`config.mk`:
```
export PLATFORM = sky130hd
export DESIGN_NAME = alert_monitor_end_flat
export DESIGN_NICKNAME = d
export VERILOG_FILES = /design/src/alert_pkg.sv /design/src/alert_link_if.sv /design/src/square_wave_gen.sv /design/src/alert_monitor_end.sv /design/src/flat_wrapper.sv
export SDC_FILE = /design/constraint.sdc
export NUM_CORES = 1
export LEC_CHECK = 0
export ABC_AREA = 1
export BUFFER_PORTS_ARGS = -buffer_cell sky130_fd_sc_hd__buf_2
export CAP_MARGIN = 20
export CORE_AREA = 2 2 131 133
export CTS_CLUSTER_SIZE = 14
export DETAILED_ROUTE_END_ITERATION = 6
export DIE_AREA = 0 0 133 135
export PLACE_DENSITY = 0.73
export SYNTH_ARGS = -nofsm -noshare
export SYNTH_HDL_FRONTEND = slang
export SYNTH_SLANG_ARGS = --single-unit
```
`constraint.sdc`:
```
create_clock -name clk -period 2.2 [get_ports clk]
set_input_delay 0.22 -clock clk [delete_from_list [all_inputs] [get_ports clk]]
set_output_delay 0.22 -clock clk [all_outputs]
set_load 0.05 [all_outputs]
```
`src/alert_pkg.sv`:
```
package alert_pkg;

   // ------------------------------------------------------------
   // clock and square-wave timing
   // ------------------------------------------------------------
   localparam int CLK_HZ    = 25_000_000;
   localparam int SLOW_HZ   = 100;
   localparam int MID_HZ    = 1_000;
   localparam int FAST_HZ   = 10_000;
   // half periods in cycles, rounded down
   localparam int SLOW_HALF = CLK_HZ / (2 * SLOW_HZ);
   localparam int MID_HALF  = CLK_HZ / (2 * MID_HZ);
   localparam int FAST_HALF = CLK_HZ / (2 * FAST_HZ);

   // ------------------------------------------------------------
   // channels and results
   // ------------------------------------------------------------
   localparam int CHANNELS  = 6;
   localparam int RESULT_W  = 12;
   localparam int LIMIT_W   = 8;
   localparam int LIMIT_LSB = RESULT_W - LIMIT_W;
   typedef logic [RESULT_W-1:0]               result_t;
   typedef logic [CHANNELS-1:0][RESULT_W-1:0] bank_t;
   typedef logic [LIMIT_W-1:0]                limit_t;

   localparam int CELL_INPUT_FIVE = 4;
   localparam int CELL_INPUT_FOUR = 3;
   localparam int AUX_INPUT_FIVE  = 4;
   localparam int AUX_INPUT_THREE = 2;
   localparam int AUX_INPUT_ONE   = 0;
   // aux one, three and five
   localparam logic [CHANNELS-1:0] ODD_AUX = 6'h15;

   // ------------------------------------------------------------
   // device register indices
   // ------------------------------------------------------------
   localparam logic [4:0] IDX_CTRL_HI    = 5'h0d;
   localparam logic [4:0] IDX_CTRL_LO    = 5'h0e;
   localparam logic [4:0] IDX_CELL_OVER  = 5'h0f;
   localparam logic [4:0] IDX_CELL_UNDER = 5'h10;
   localparam logic [4:0] IDX_AUX_OVER   = 5'h11;
   localparam logic [4:0] IDX_AUX_UNDER  = 5'h12;
   localparam logic [4:0] IDX_ALERT_CFG  = 5'h13;

   localparam logic [7:0] CTRL_HI_RST    = 8'h00;
   localparam logic [7:0] CTRL_LO_RST    = 8'h03;
   localparam logic [7:0] ALERT_CFG_RST  = 8'h00;
   localparam logic [7:0] OVER_RST       = 8'hff;
   localparam logic [7:0] UNDER_RST      = 8'h00;

   // field positions
   localparam int SEL_LSB   = 6;
   localparam int MODE_LSB  = 6;
   localparam int FREQ_LSB  = 4;
   localparam int CMASK_LSB = 2;
   localparam int AMASK_LSB = 0;

   typedef enum logic [1:0] {
      MODE_OFF    = 2'b00,
      MODE_STATIC = 2'b01,
      MODE_SQUARE = 2'b10,
      MODE_PASS   = 2'b11
   } alert_mode_t;

   typedef enum logic [1:0] {
      FREQ_SLOW = 2'b00,
      FREQ_MID  = 2'b01,
      FREQ_FAST = 2'b10,
      FREQ_RSV  = 2'b11
   } freq_t;

   typedef enum logic [1:0] {
      MASK_NONE = 2'b00,
      MASK_ONE  = 2'b01,
      MASK_TWO  = 2'b10,
      MASK_RSV  = 2'b11
   } mask_t;

   typedef enum logic [1:0] {
      SEL_ALL     = 2'b00,
      SEL_ODD_AUX = 2'b01,
      SEL_CELLS   = 2'b10,
      SEL_SELF    = 2'b11
   } conv_sel_t;

   // ------------------------------------------------------------
   // host apb map
   // ------------------------------------------------------------
   localparam logic [11:0] HOST_CMD    = 12'h000;
   localparam logic [11:0] HOST_STATUS = 12'h004;
   localparam logic [11:0] HOST_RDATA  = 12'h008;
   localparam int CMD_DATA_LSB = 0;
   localparam int CMD_IDX_LSB  = 16;
   localparam int CMD_WE_BIT   = 24;
   localparam int ST_BUSY      = 0;
   localparam int ST_ALERT     = 1;
   localparam int ST_SEEN      = 2;
   localparam int ST_REFUSED   = 3;

endpackage

```
`src/alert_link_if.sv`:
```
`timescale 1ns/1ps
interface alert_link_if;
   logic       req;
   logic       we;
   logic [4:0] idx;
   logic [7:0] wdata;
   logic       ack;
   logic [7:0] rdata;
   logic       alert_level;

   modport dev  (input req, we, idx, wdata, output ack, rdata, alert_level);
   modport host (output req, we, idx, wdata, input ack, rdata, alert_level);
endinterface

```
`src/square_wave_gen.sv`:
```
`timescale 1ns/1ps
module square_wave_gen
   import alert_pkg::*;
#(
   parameter int SLOW = SLOW_HALF,
   parameter int MID  = MID_HALF,
   parameter int FAST = FAST_HALF
) (
   // clock and reset
   input  wire logic  clk,
   input  wire logic  rst_n,
   // control
   input  wire logic  run,
   input  wire freq_t freq,
   // wave
   output logic       wave
);
   import alert_pkg::*;

   localparam int CNT_W = $clog2(SLOW + 1);

   if (SLOW < 1 || MID < 1 || FAST < 1 || MID > SLOW || FAST > SLOW) begin : g_chk
      $error("bad half periods");
   end

   logic [CNT_W-1:0] cnt;
   logic [CNT_W-1:0] next_cnt;
   logic [CNT_W-1:0] half;
   logic             next_wave;

   always_comb begin
      unique case (freq)
         FREQ_SLOW: half = CNT_W'(SLOW - 1);
         FREQ_MID:  half = CNT_W'(MID - 1);
         default:   half = CNT_W'(FAST - 1);
      endcase
      next_cnt  = cnt;
      next_wave = wave;
      // idle high: restart gives a full high half
      if (!run) begin
         next_cnt  = '0;
         next_wave = 1'b1;
      end else if (cnt >= half) begin
         next_cnt  = '0;
         next_wave = ~wave;
      end else begin
         next_cnt = cnt + 1'b1;
      end
   end

   always_ff @(posedge clk) begin
      if (!rst_n) begin
         cnt  <= '0;
         wave <= 1'b1;
      end else begin
         cnt  <= next_cnt;
         wave <= next_wave;
      end
   end

endmodule

```
`src/alert_monitor_end.sv`:
```
// Local design decisions: the placing of the registers and the APB register port.
`timescale 1ns/1ps
// Contract
// - check all results after each conversion
// - four limits; outside any gives alert
// - static line rests high, low on fault
// - mode 00: no alert made or passed
// - mode 01: originate static high alert
// - mode 10: square wave, frequency by bits
// - mode 11: forward alert from above
// - local fault pulls chained alert low
// - host sets top originate, others forward
// - master gives alert as logic level
// - cell mask drops fifth, fourth cells
// - aux mask drops fifth, third aux
// - aux mask 00 follows converted aux set
// - host selects three aux before masking
// - self-test checked against cell limits
// - host self-tests the top monitor first
// - host may lower limits to test
// - conversion select picks converted inputs
module alert_monitor_end
   import alert_pkg::*;
#(
   parameter int SLOW = SLOW_HALF,
   parameter int MID  = MID_HALF,
   parameter int FAST = FAST_HALF
) (
   // clock and reset
   input  wire logic    clk,
   input  wire logic    rst_n,
   // register link and master alert
   alert_link_if.dev    link,
   // conversion results
   input  wire logic    conv_done,
   input  wire bank_t   cell_result,
   input  wire bank_t   aux_result,
   input  wire result_t self_result,
   // daisy chain
   input  wire logic    alert_from_above,
   output logic         alert_to_below,
   // state
   output logic         fault
);
   import alert_pkg::*;

   // ------------------------------------------------------------
   // registers
   // ------------------------------------------------------------
   logic [7:0] ctrl_hi;
   logic [7:0] ctrl_lo;
   limit_t     cell_over;
   limit_t     cell_under;
   limit_t     aux_over;
   limit_t     aux_under;
   logic [7:0] alert_cfg;
   logic       ack;
   logic [7:0] rdata;
   logic [7:0] next_ctrl_hi;
   logic [7:0] next_ctrl_lo;
   limit_t     next_cell_over;
   limit_t     next_cell_under;
   limit_t     next_aux_over;
   limit_t     next_aux_under;
   logic [7:0] next_alert_cfg;
   logic       next_ack;
   logic [7:0] next_rdata;
   logic       take;

   always_comb begin
      take            = link.req && !ack;
      next_ctrl_hi    = ctrl_hi;
      next_ctrl_lo    = ctrl_lo;
      next_cell_over  = cell_over;
      next_cell_under = cell_under;
      next_aux_over   = aux_over;
      next_aux_under  = aux_under;
      next_alert_cfg  = alert_cfg;
      next_ack        = take;
      next_rdata      = rdata;
      if (take && link.we) begin
         unique case (link.idx)
            IDX_CTRL_HI:    next_ctrl_hi    = link.wdata;
            IDX_CTRL_LO:    next_ctrl_lo    = link.wdata;
            IDX_CELL_OVER:  next_cell_over  = link.wdata;
            IDX_CELL_UNDER: next_cell_under = link.wdata;
            IDX_AUX_OVER:   next_aux_over   = link.wdata;
            IDX_AUX_UNDER:  next_aux_under  = link.wdata;
            IDX_ALERT_CFG:  next_alert_cfg  = link.wdata;
            default:        next_ctrl_hi    = ctrl_hi;
         endcase
      end
      if (take) begin
         unique case (link.idx)
            IDX_CTRL_HI:    next_rdata = ctrl_hi;
            IDX_CTRL_LO:    next_rdata = ctrl_lo;
            IDX_CELL_OVER:  next_rdata = cell_over;
            IDX_CELL_UNDER: next_rdata = cell_under;
            IDX_AUX_OVER:   next_rdata = aux_over;
            IDX_AUX_UNDER:  next_rdata = aux_under;
            IDX_ALERT_CFG:  next_rdata = alert_cfg;
            default:        next_rdata = 8'h00;
         endcase
      end
   end

   always_ff @(posedge clk) begin
      if (!rst_n) begin
         ctrl_hi    <= CTRL_HI_RST;
         ctrl_lo    <= CTRL_LO_RST;
         cell_over  <= OVER_RST;
         cell_under <= UNDER_RST;
         aux_over   <= OVER_RST;
         aux_under  <= UNDER_RST;
         alert_cfg  <= ALERT_CFG_RST;
         ack        <= 1'b0;
         rdata      <= 8'h00;
      end else begin
         ctrl_hi    <= next_ctrl_hi;
         ctrl_lo    <= next_ctrl_lo;
         cell_over  <= next_cell_over;
         cell_under <= next_cell_under;
         aux_over   <= next_aux_over;
         aux_under  <= next_aux_under;
         alert_cfg  <= next_alert_cfg;
         ack        <= next_ack;
         rdata      <= next_rdata;
      end
   end

   assign link.ack   = ack;
   assign link.rdata = rdata;

   // ------------------------------------------------------------
   // field decode
   // ------------------------------------------------------------
   conv_sel_t   conv_sel;
   alert_mode_t mode;
   freq_t       freq;
   mask_t       cell_mask;
   mask_t       aux_mask;

   assign conv_sel  = conv_sel_t'(ctrl_hi[SEL_LSB +: 2]);
   assign mode      = alert_mode_t'(alert_cfg[MODE_LSB +: 2]);
   assign freq      = freq_t'(alert_cfg[FREQ_LSB +: 2]);
   assign cell_mask = mask_t'(alert_cfg[CMASK_LSB +: 2]);
   assign aux_mask  = mask_t'(alert_cfg[AMASK_LSB +: 2]);

   // ------------------------------------------------------------
   // limit check
   // ------------------------------------------------------------
   // limits meet the top result bits
   function automatic logic outside(input result_t res, input limit_t over,
                                    input limit_t under);
      logic [LIMIT_W-1:0] top;
      top     = res[LIMIT_LSB +: LIMIT_W];
      outside = (top > over) || (top < under);
   endfunction

   logic [CHANNELS-1:0] cell_chk;
   logic [CHANNELS-1:0] aux_chk;
   logic                any_out;

   always_comb begin
      cell_chk = '1;
      aux_chk  = '0;
      // reserved mask codes drop no channel
      if (cell_mask == MASK_ONE || cell_mask == MASK_TWO) begin
         cell_chk[CELL_INPUT_FIVE] = 1'b0;
      end
      if (cell_mask == MASK_TWO) begin
         cell_chk[CELL_INPUT_FOUR] = 1'b0;
      end
      unique case (conv_sel)
         SEL_ALL:     aux_chk = '1;
         SEL_ODD_AUX: aux_chk = ODD_AUX;
         SEL_CELLS:   aux_chk = '0;
         SEL_SELF:    cell_chk = '0;
      endcase
      // aux masks assume three-aux select
      if (aux_mask == MASK_ONE || aux_mask == MASK_TWO) begin
         aux_chk[AUX_INPUT_FIVE] = 1'b0;
      end
      if (aux_mask == MASK_TWO) begin
         aux_chk[AUX_INPUT_THREE] = 1'b0;
      end
      any_out = 1'b0;
      for (int i = 0; i < CHANNELS; i++) begin
         if (cell_chk[i] && outside(cell_result[i], cell_over, cell_under)) begin
            any_out = 1'b1;
         end
         if (aux_chk[i] && outside(aux_result[i], aux_over, aux_under)) begin
            any_out = 1'b1;
         end
      end
      if (conv_sel == SEL_SELF && outside(self_result, cell_over, cell_under)) begin
         any_out = 1'b1;
      end
   end

   logic next_fault;

   always_comb begin
      next_fault = fault;
      if (conv_done) begin
         next_fault = any_out;
      end
   end

   always_ff @(posedge clk) begin
      if (!rst_n) begin
         fault <= 1'b0;
      end else begin
         fault <= next_fault;
      end
   end

   // ------------------------------------------------------------
   // chain input synchroniser and output drive
   // ------------------------------------------------------------
   logic above_meta;
   logic above_sync;
   logic wave;
   logic next_alert;

   square_wave_gen #(
      .SLOW (SLOW),
      .MID  (MID),
      .FAST (FAST)
   ) u_wave (
      .clk   (clk),
      .rst_n (rst_n),
      .run   (mode == MODE_SQUARE && freq != FREQ_RSV && !fault),
      .freq  (freq),
      .wave  (wave)
   );

   always_comb begin
      unique case (mode)
         MODE_OFF:    next_alert = 1'b0;
         MODE_STATIC: next_alert = !fault;
         // reserved frequency stays low
         MODE_SQUARE: next_alert = !fault && freq != FREQ_RSV && wave;
         MODE_PASS:   next_alert = above_sync && !fault;
      endcase
   end

   always_ff @(posedge clk) begin
      if (!rst_n) begin
         above_meta     <= 1'b0;
         above_sync     <= 1'b0;
         alert_to_below <= 1'b0;
      end else begin
         above_meta     <= alert_from_above;
         above_sync     <= above_meta;
         alert_to_below <= next_alert;
      end
   end

   // master passes the level on
   assign link.alert_level = alert_to_below;

endmodule

```
`src/flat_wrapper.sv`:
```
// flat-port wrapper written by rule: the top's interface ports become plain ports
module alert_monitor_end_flat import alert_pkg::*;
#(
   parameter int SLOW = SLOW_HALF,
   parameter int MID  = MID_HALF,
   parameter int FAST = FAST_HALF
)
  (clk, rst_n, conv_done, cell_result, aux_result, self_result, alert_from_above, alert_to_below, fault, link_req, link_we, link_idx, link_wdata, link_ack, link_rdata, link_alert_level);
  alert_link_if link_i ();
  input  wire logic clk;
  input  wire logic rst_n;
  input  wire logic conv_done;
  input  wire bank_t cell_result;
  input  wire bank_t aux_result;
  input  wire result_t self_result;
  input  wire logic alert_from_above;
  output logic alert_to_below;
  output logic fault;
  input wire logic [$bits(link_i.req)-1:0] link_req;
  input wire logic [$bits(link_i.we)-1:0] link_we;
  input wire logic [$bits(link_i.idx)-1:0] link_idx;
  input wire logic [$bits(link_i.wdata)-1:0] link_wdata;
  output wire logic [$bits(link_i.ack)-1:0] link_ack;
  output wire logic [$bits(link_i.rdata)-1:0] link_rdata;
  output wire logic [$bits(link_i.alert_level)-1:0] link_alert_level;
  assign link_i.req = link_req;
  assign link_i.we = link_we;
  assign link_i.idx = link_idx;
  assign link_i.wdata = link_wdata;
  assign link_ack = link_i.ack;
  assign link_rdata = link_i.rdata;
  assign link_alert_level = link_i.alert_level;
  alert_monitor_end #(.SLOW(SLOW), .MID(MID), .FAST(FAST)) u_core (.clk(clk), .rst_n(rst_n), .link(link_i), .conv_done(conv_done), .cell_result(cell_result), .aux_result(aux_result), .self_result(self_result), .alert_from_above(alert_from_above), .alert_to_below(alert_to_below), .fault(fault));
endmodule
```
-- Word-level counts from Yosys, hierarchy flattened
Cells that the tools add are included.
- input bits: 175
- RAM bits: 0
- output and inout bits: 12
- register bits after elaboration: 87
- latch bits: 0
- memories: 0
- memory bits (read-only): 0
- equal/unequal tests: 18
- shifts and indexed selects: 0
- reduce and logical (&&, ||, !) cells: 49
- divide/modulo/power cells: 0
- add/subtract/negate cells: 1
- magnitude comparators: 27
- multiplexer cells: 22
- bitwise logic cells: 3
- $mul: 0
- operator list (operator ; number):
    8-bit > comparator ; 13
    8-bit < comparator ; 13
    8-bit case mux with 7 select lines ; 1
    17-bit case mux with 2 select lines ; 1
    5-bit == test, second input constant ; 4
    1-bit logical AND ; 20
    17-bit by 1-bit adder with 17-bit output, second input constant ; 1
    17-bit >= comparator ; 1
    1-bit two-way mux ; 17
    2-bit AND reduction ; 8
    5-bit by 4-bit == test with 1-bit output, second input constant ; 3
    1-bit logical OR ; 15
    6-bit case mux with 2 select lines ; 1
    2-bit by 1-bit == test with 1-bit output, second input constant ; 5
    2-bit == test, second input constant ; 5
    2-bit zero test ; 3
    6-bit two-way mux ; 1
    1-bit case mux with 4 select lines ; 1
    1-bit NOT ; 3
    3-bit OR reduction ; 1
    1-bit zero test ; 2
    2-bit inequality test, second input constant ; 1

-- Depth between registers and ports, before layout
- depth after elaboration: 18
- mapped depth: 17
- gate-level depth less buffers: 17

-- Cells and area by module
A second synthesis with hierarchy kept.
- cells, all modules: 1231
- area, all modules: 8727.1 um2
- by module, submodules not included (module ; cells each ; area an instance (um2) ; instances):
    alert_monitor_end ; 1059 ; 7465.9 ; 1
    square_wave_gen ; 172 ; 1261.2 ; 1

-- Worst setup path before layout
OpenSTA, ideal clock, no wires.
- kind: register to register
- start: register u_core.alert_cfg[5]
- end: register u_core.u_wave.cnt[13]
- setup slack: 0.296 ns
- cell stages (with the launch flop): 10
- buffers on the path: 1
- required time: 2.136 ns
- arrival: 1.840 ns
- library setup time: 0.064 ns
- cells stage by stage: dfxtp_1 nor2_1 inv_1 ha_1 a21oi_1 nand2_1 a221oi_2 nand4_4 buf_4 nor2_1
- cells in the longest elaborated chain, start to end: 5
- RTL lines (element ; line ; text):
    from (decl) ; alert_monitor_end.sv:56 ; logic [7:0] alert_cfg;
    from (signal assigned) ; alert_monitor_end.sv:125 ; alert_cfg <= next_alert_cfg;
    parallel branches: the longest is 4 deep, another holds 17-bit >= comparator ; -- ;
    3-bit OR reduction (no source line) * ; -- ;
    to (signal assigned) ; square_wave_gen.sv:56 ; cnt <= next_cnt;
    to (decl) ; square_wave_gen.sv:26 ; logic [CNT_W-1:0] cnt;
Mark *: on every way between the ends.
A chain may end at the register's enable or synchronous reset.

-- Worst setup path after layout
- start: register u_core.alert_cfg[5]
- end: register u_core.u_wave.cnt[14]
Same word-level chain as after synthesis.

==> results.yml <==
placement:
  numPortBuffers: 134
  hpwl_um: 18600
  gp_congestion: 0.933
  pre_cts_ws_ps: 113
  place_inst: 1563
route:
  ant_nets: 0
  detail_route.wl_per_cell_um: 14.9
  wl_um: 23600
  top_layer: "met4"
  drtIter0Drc: 454
  dr_wl_met2_um: 10900
  drt_pass1_iterations: 5
  vias: 8404
  drc_errors: 0
  avgViaCountPerCell: 5.31
  route.met3.wl_um: 1240
  met1Wirelength_um: 10900
power_and_ir_drop:
  finalPower_uw: 3840
  internal_power_uw: 2770
  ir_worst_vdd_mv: 0.332
  p_leak_uw: 0.00534
  combPwrFrac_pct: 19.0
  switching_share_pct: 27.9
  p_clk_share_pct: 39.4
  seqPwrFrac_pct: 41.7
  power-per-cell-area_mw_per_mm2: 385
  switchingPower_uw: 1070
sta:
  finalCriticalPeriod_ps: 2080
  skew_ps: 9.75
  clock.fmax_ghz: 0.481
  hold_viol: 0
  finalSetupViolations: 0
  setup_slack_ps: 121
  slew_violations: 0
  holdWs_ps: 77.0
  max_slew_margin_pct: 63.8
  fin_crit_sh_pct: 94.5
  worstMarginPinSlew_ps: 543
yosys:
  synth_cells: 1203
  synth_top_area_cell: "ha_1"
  seq_area_frac_synth_pct: 20.3
  synth_cell_type_count: 45
  synth-main-ff-cell: "dfxtp_1"
  yosys-top-cells-area: "ha_1 31%, dfxtp_1 20%, nand2_1 13%, a21oi_1 7.0%, inv_1 6.7%"
  async_reset_ff_share_pct: 0
  ys_warn_count: 0
  netlist_area_mm2: 0.00857
  synth_fp_nets: 1588
  synth_edf_count: 0
  syn_area_per_cell_um2: 7.12
  ys_ff_latch: 87
  synth_top_area_share_pct: 30.7
floorplanning:
  coreArea_mm2: 0.0164
  dieArea_mm2: 0.0180
  io_pins: 187
  start_util_pct: 52.2
  die_x_um: 133
  dieHeight_um: 135
  fp-row-count: 47
critical_path:
  reg2reg_depth: 11
  cp_slowest_cell: "dfxtp_1"
  crit_required_ps: 2470
  cp_cell_sequence: "nor2_2 -> inv_2 -> ha_1 -> nand2_1 -> inv_1 -> o21ai_0 -> a21oi_2 -> o31ai_4 -> nand4_4 -> buf_4 -> nor3_2"
  critical_path.top_delay_family: "compound AO/OA/AOI/OAI gates"
  cp_num_buf_inv: 3
  crit_type: "reg2reg"
  cp_num_cells: 11
  cp-end-kind: "flip-flop"
  arrival_ps: 2350
  cpPeakStageDelay_ps: 370
  crit_path_start_kind: "flip-flop"
  critPathMaxFanout: 5
clock_network:
  clockBufferDepth: 2
  root_buffer: "clkbuf_16"
  cts_sinks: 87
  clk_pin_slew_ps: 60
  insertion_delay_ps: 340
  cts_buffers: 9
  cts_tree: "done"
  htreeDepth: 3
  hold_buffers: 0
run:
  drv_cap: 0
grt:
  first_global_vias: 7692
  grt_max_degree: 60
  grt_antenna_before_repair: 1
  grt_usage_pct: 26.4
  grt_remaining_overflow: 0
  grt_first_pass_wirelength_um: 38200
finish:
  final_nets: 1742
  drive_above_1_share_pct: 15.6
  stdcell_count: 1583
  post-route-util_pct: 60.8
  fillers: 1570
  syn_to_final_growth_pct: 16.4
  final_common_cell: "nand2_1"
  layout_common_cells: "307 x nand2_1, 210 x ha_1, 148 x inv_1"
worst_hold_path:
  min_path_cells: 3
  hold_class: "in2reg"
run_status:
  outcome: "completed"
sequential cells by signal (all words and copies together) (netlist names):
name,flops
u_core.ctrl_hi,8
u_core.alert_cfg,8
u_core.ctrl_lo,8
u_core.aux_over,8
u_core.fault,1
u_core.cell_over,8
u_core.cell_under,8
u_core.u_wave.wave,1
u_core.above_sync,1
u_core.aux_under,8
u_core.link.rdata,8
u_core.above_meta,1
u_core.alert_to_below,1
u_core.u_wave.cnt,17
u_core.link.ack,1
worst min-delay path: cells and delay by family:
family | cells | cell delay, ps
buffers and inverters | 2 | 120
and+or+nand+nor | 1 | 40
logic make-up after synthesis:
kind of cell | Yosys count | synth area share (%)
AND/OR/NAND/NOR | 477 | 23.7
adder cells (fa/ha/maj) | 210 | 30.7
XOR/XNOR | 8 | 0.818
AO/OA/AOI/OAI | 247 | 16.8
buffers and inverters | 174 | 7.75
flip-flops | 87 | 20.3
final cells by class:
cell class / instances / area [µm²] / share of cell area [%]
Clock inverter: 7 / 71.3 / 0.715
Inverter: 159 / 601 / 6.02
Multi-Input combinational cell: 942 / 6180 / 62.0
Clock buffer: 9 / 225 / 2.26
Timing Repair Buffer: 158 / 871 / 8.73
Sequential cell: 87 / 1740 / 17.5
Tap cell: 220 / 275 / 2.76
Antenna cell: 1 / 2.50 / 0.0251
per-stage QoR:
step	setup TNS, ps	area, µm²
floorplan	0	8570
detailed placement	0	9620
global route	-34.9	9970
finish	0	9970
CTS	0	9910
global placement	0	9620
synth_stat cells (2+ instances only):
master,n
a211oi_1,2
a21o_1,3
a21oi_1,120
a221oi_1,7
buf_2,3
buf_4,2
clkbuf_1,10
dfxtp_1,87
ha_1,210
inv_1,152
inv_2,6
nand2_1,307
nand2_2,2
nand3_1,19
nand3_2,4
nand4_1,18
nor2_1,99
nor2_2,4
nor3_1,8
nor3_2,4
nor3_4,4
o211ai_1,18
o21a_1,16
o21ai_0,55
o21ai_1,2
o21bai_1,4
o221ai_1,2
o22ai_1,9
o31ai_1,3
or2_2,2
xor2_1,7
power by group through the flow:
stage                     sequential [µW]  combinational [µW]  clock, µW
after floorplan                      1650                 412          0
after global placement               1630                 695          0
after detailed placement             1630                 720          0
after CTS                            1600                 724       1520
after global routing                 1600                 844       1600
final                                1600                 727       1510
path summary, 6_finish.rpt:
path	startpoint	to	slack, ps
max	u_core.alert_cfg[5]	u_core.u_wave.cnt[14]	120
min	alert_from_above	u_core.above_meta	80
max reg2reg	u_core.alert_cfg[5]	u_core.u_wave.cnt[14]	120
min reg2reg	u_core.above_meta	u_core.above_sync	420
per-layer routing:
layer | vias to the layer above | track usage (%)
met3 | 44 | 2.55
met2 | 241 | 45.8
met5 | - | 0
met4 | 0 | 7.47
li1 | 4384 | -
met1 | 3735 | 35.1
what timing repair did:
action                     CTS  global route
resized for setup            0            12
setup buffers                0             3
setup endpoints to repair    0            17
Note: power is estimated with default switching activity, not from simulation.
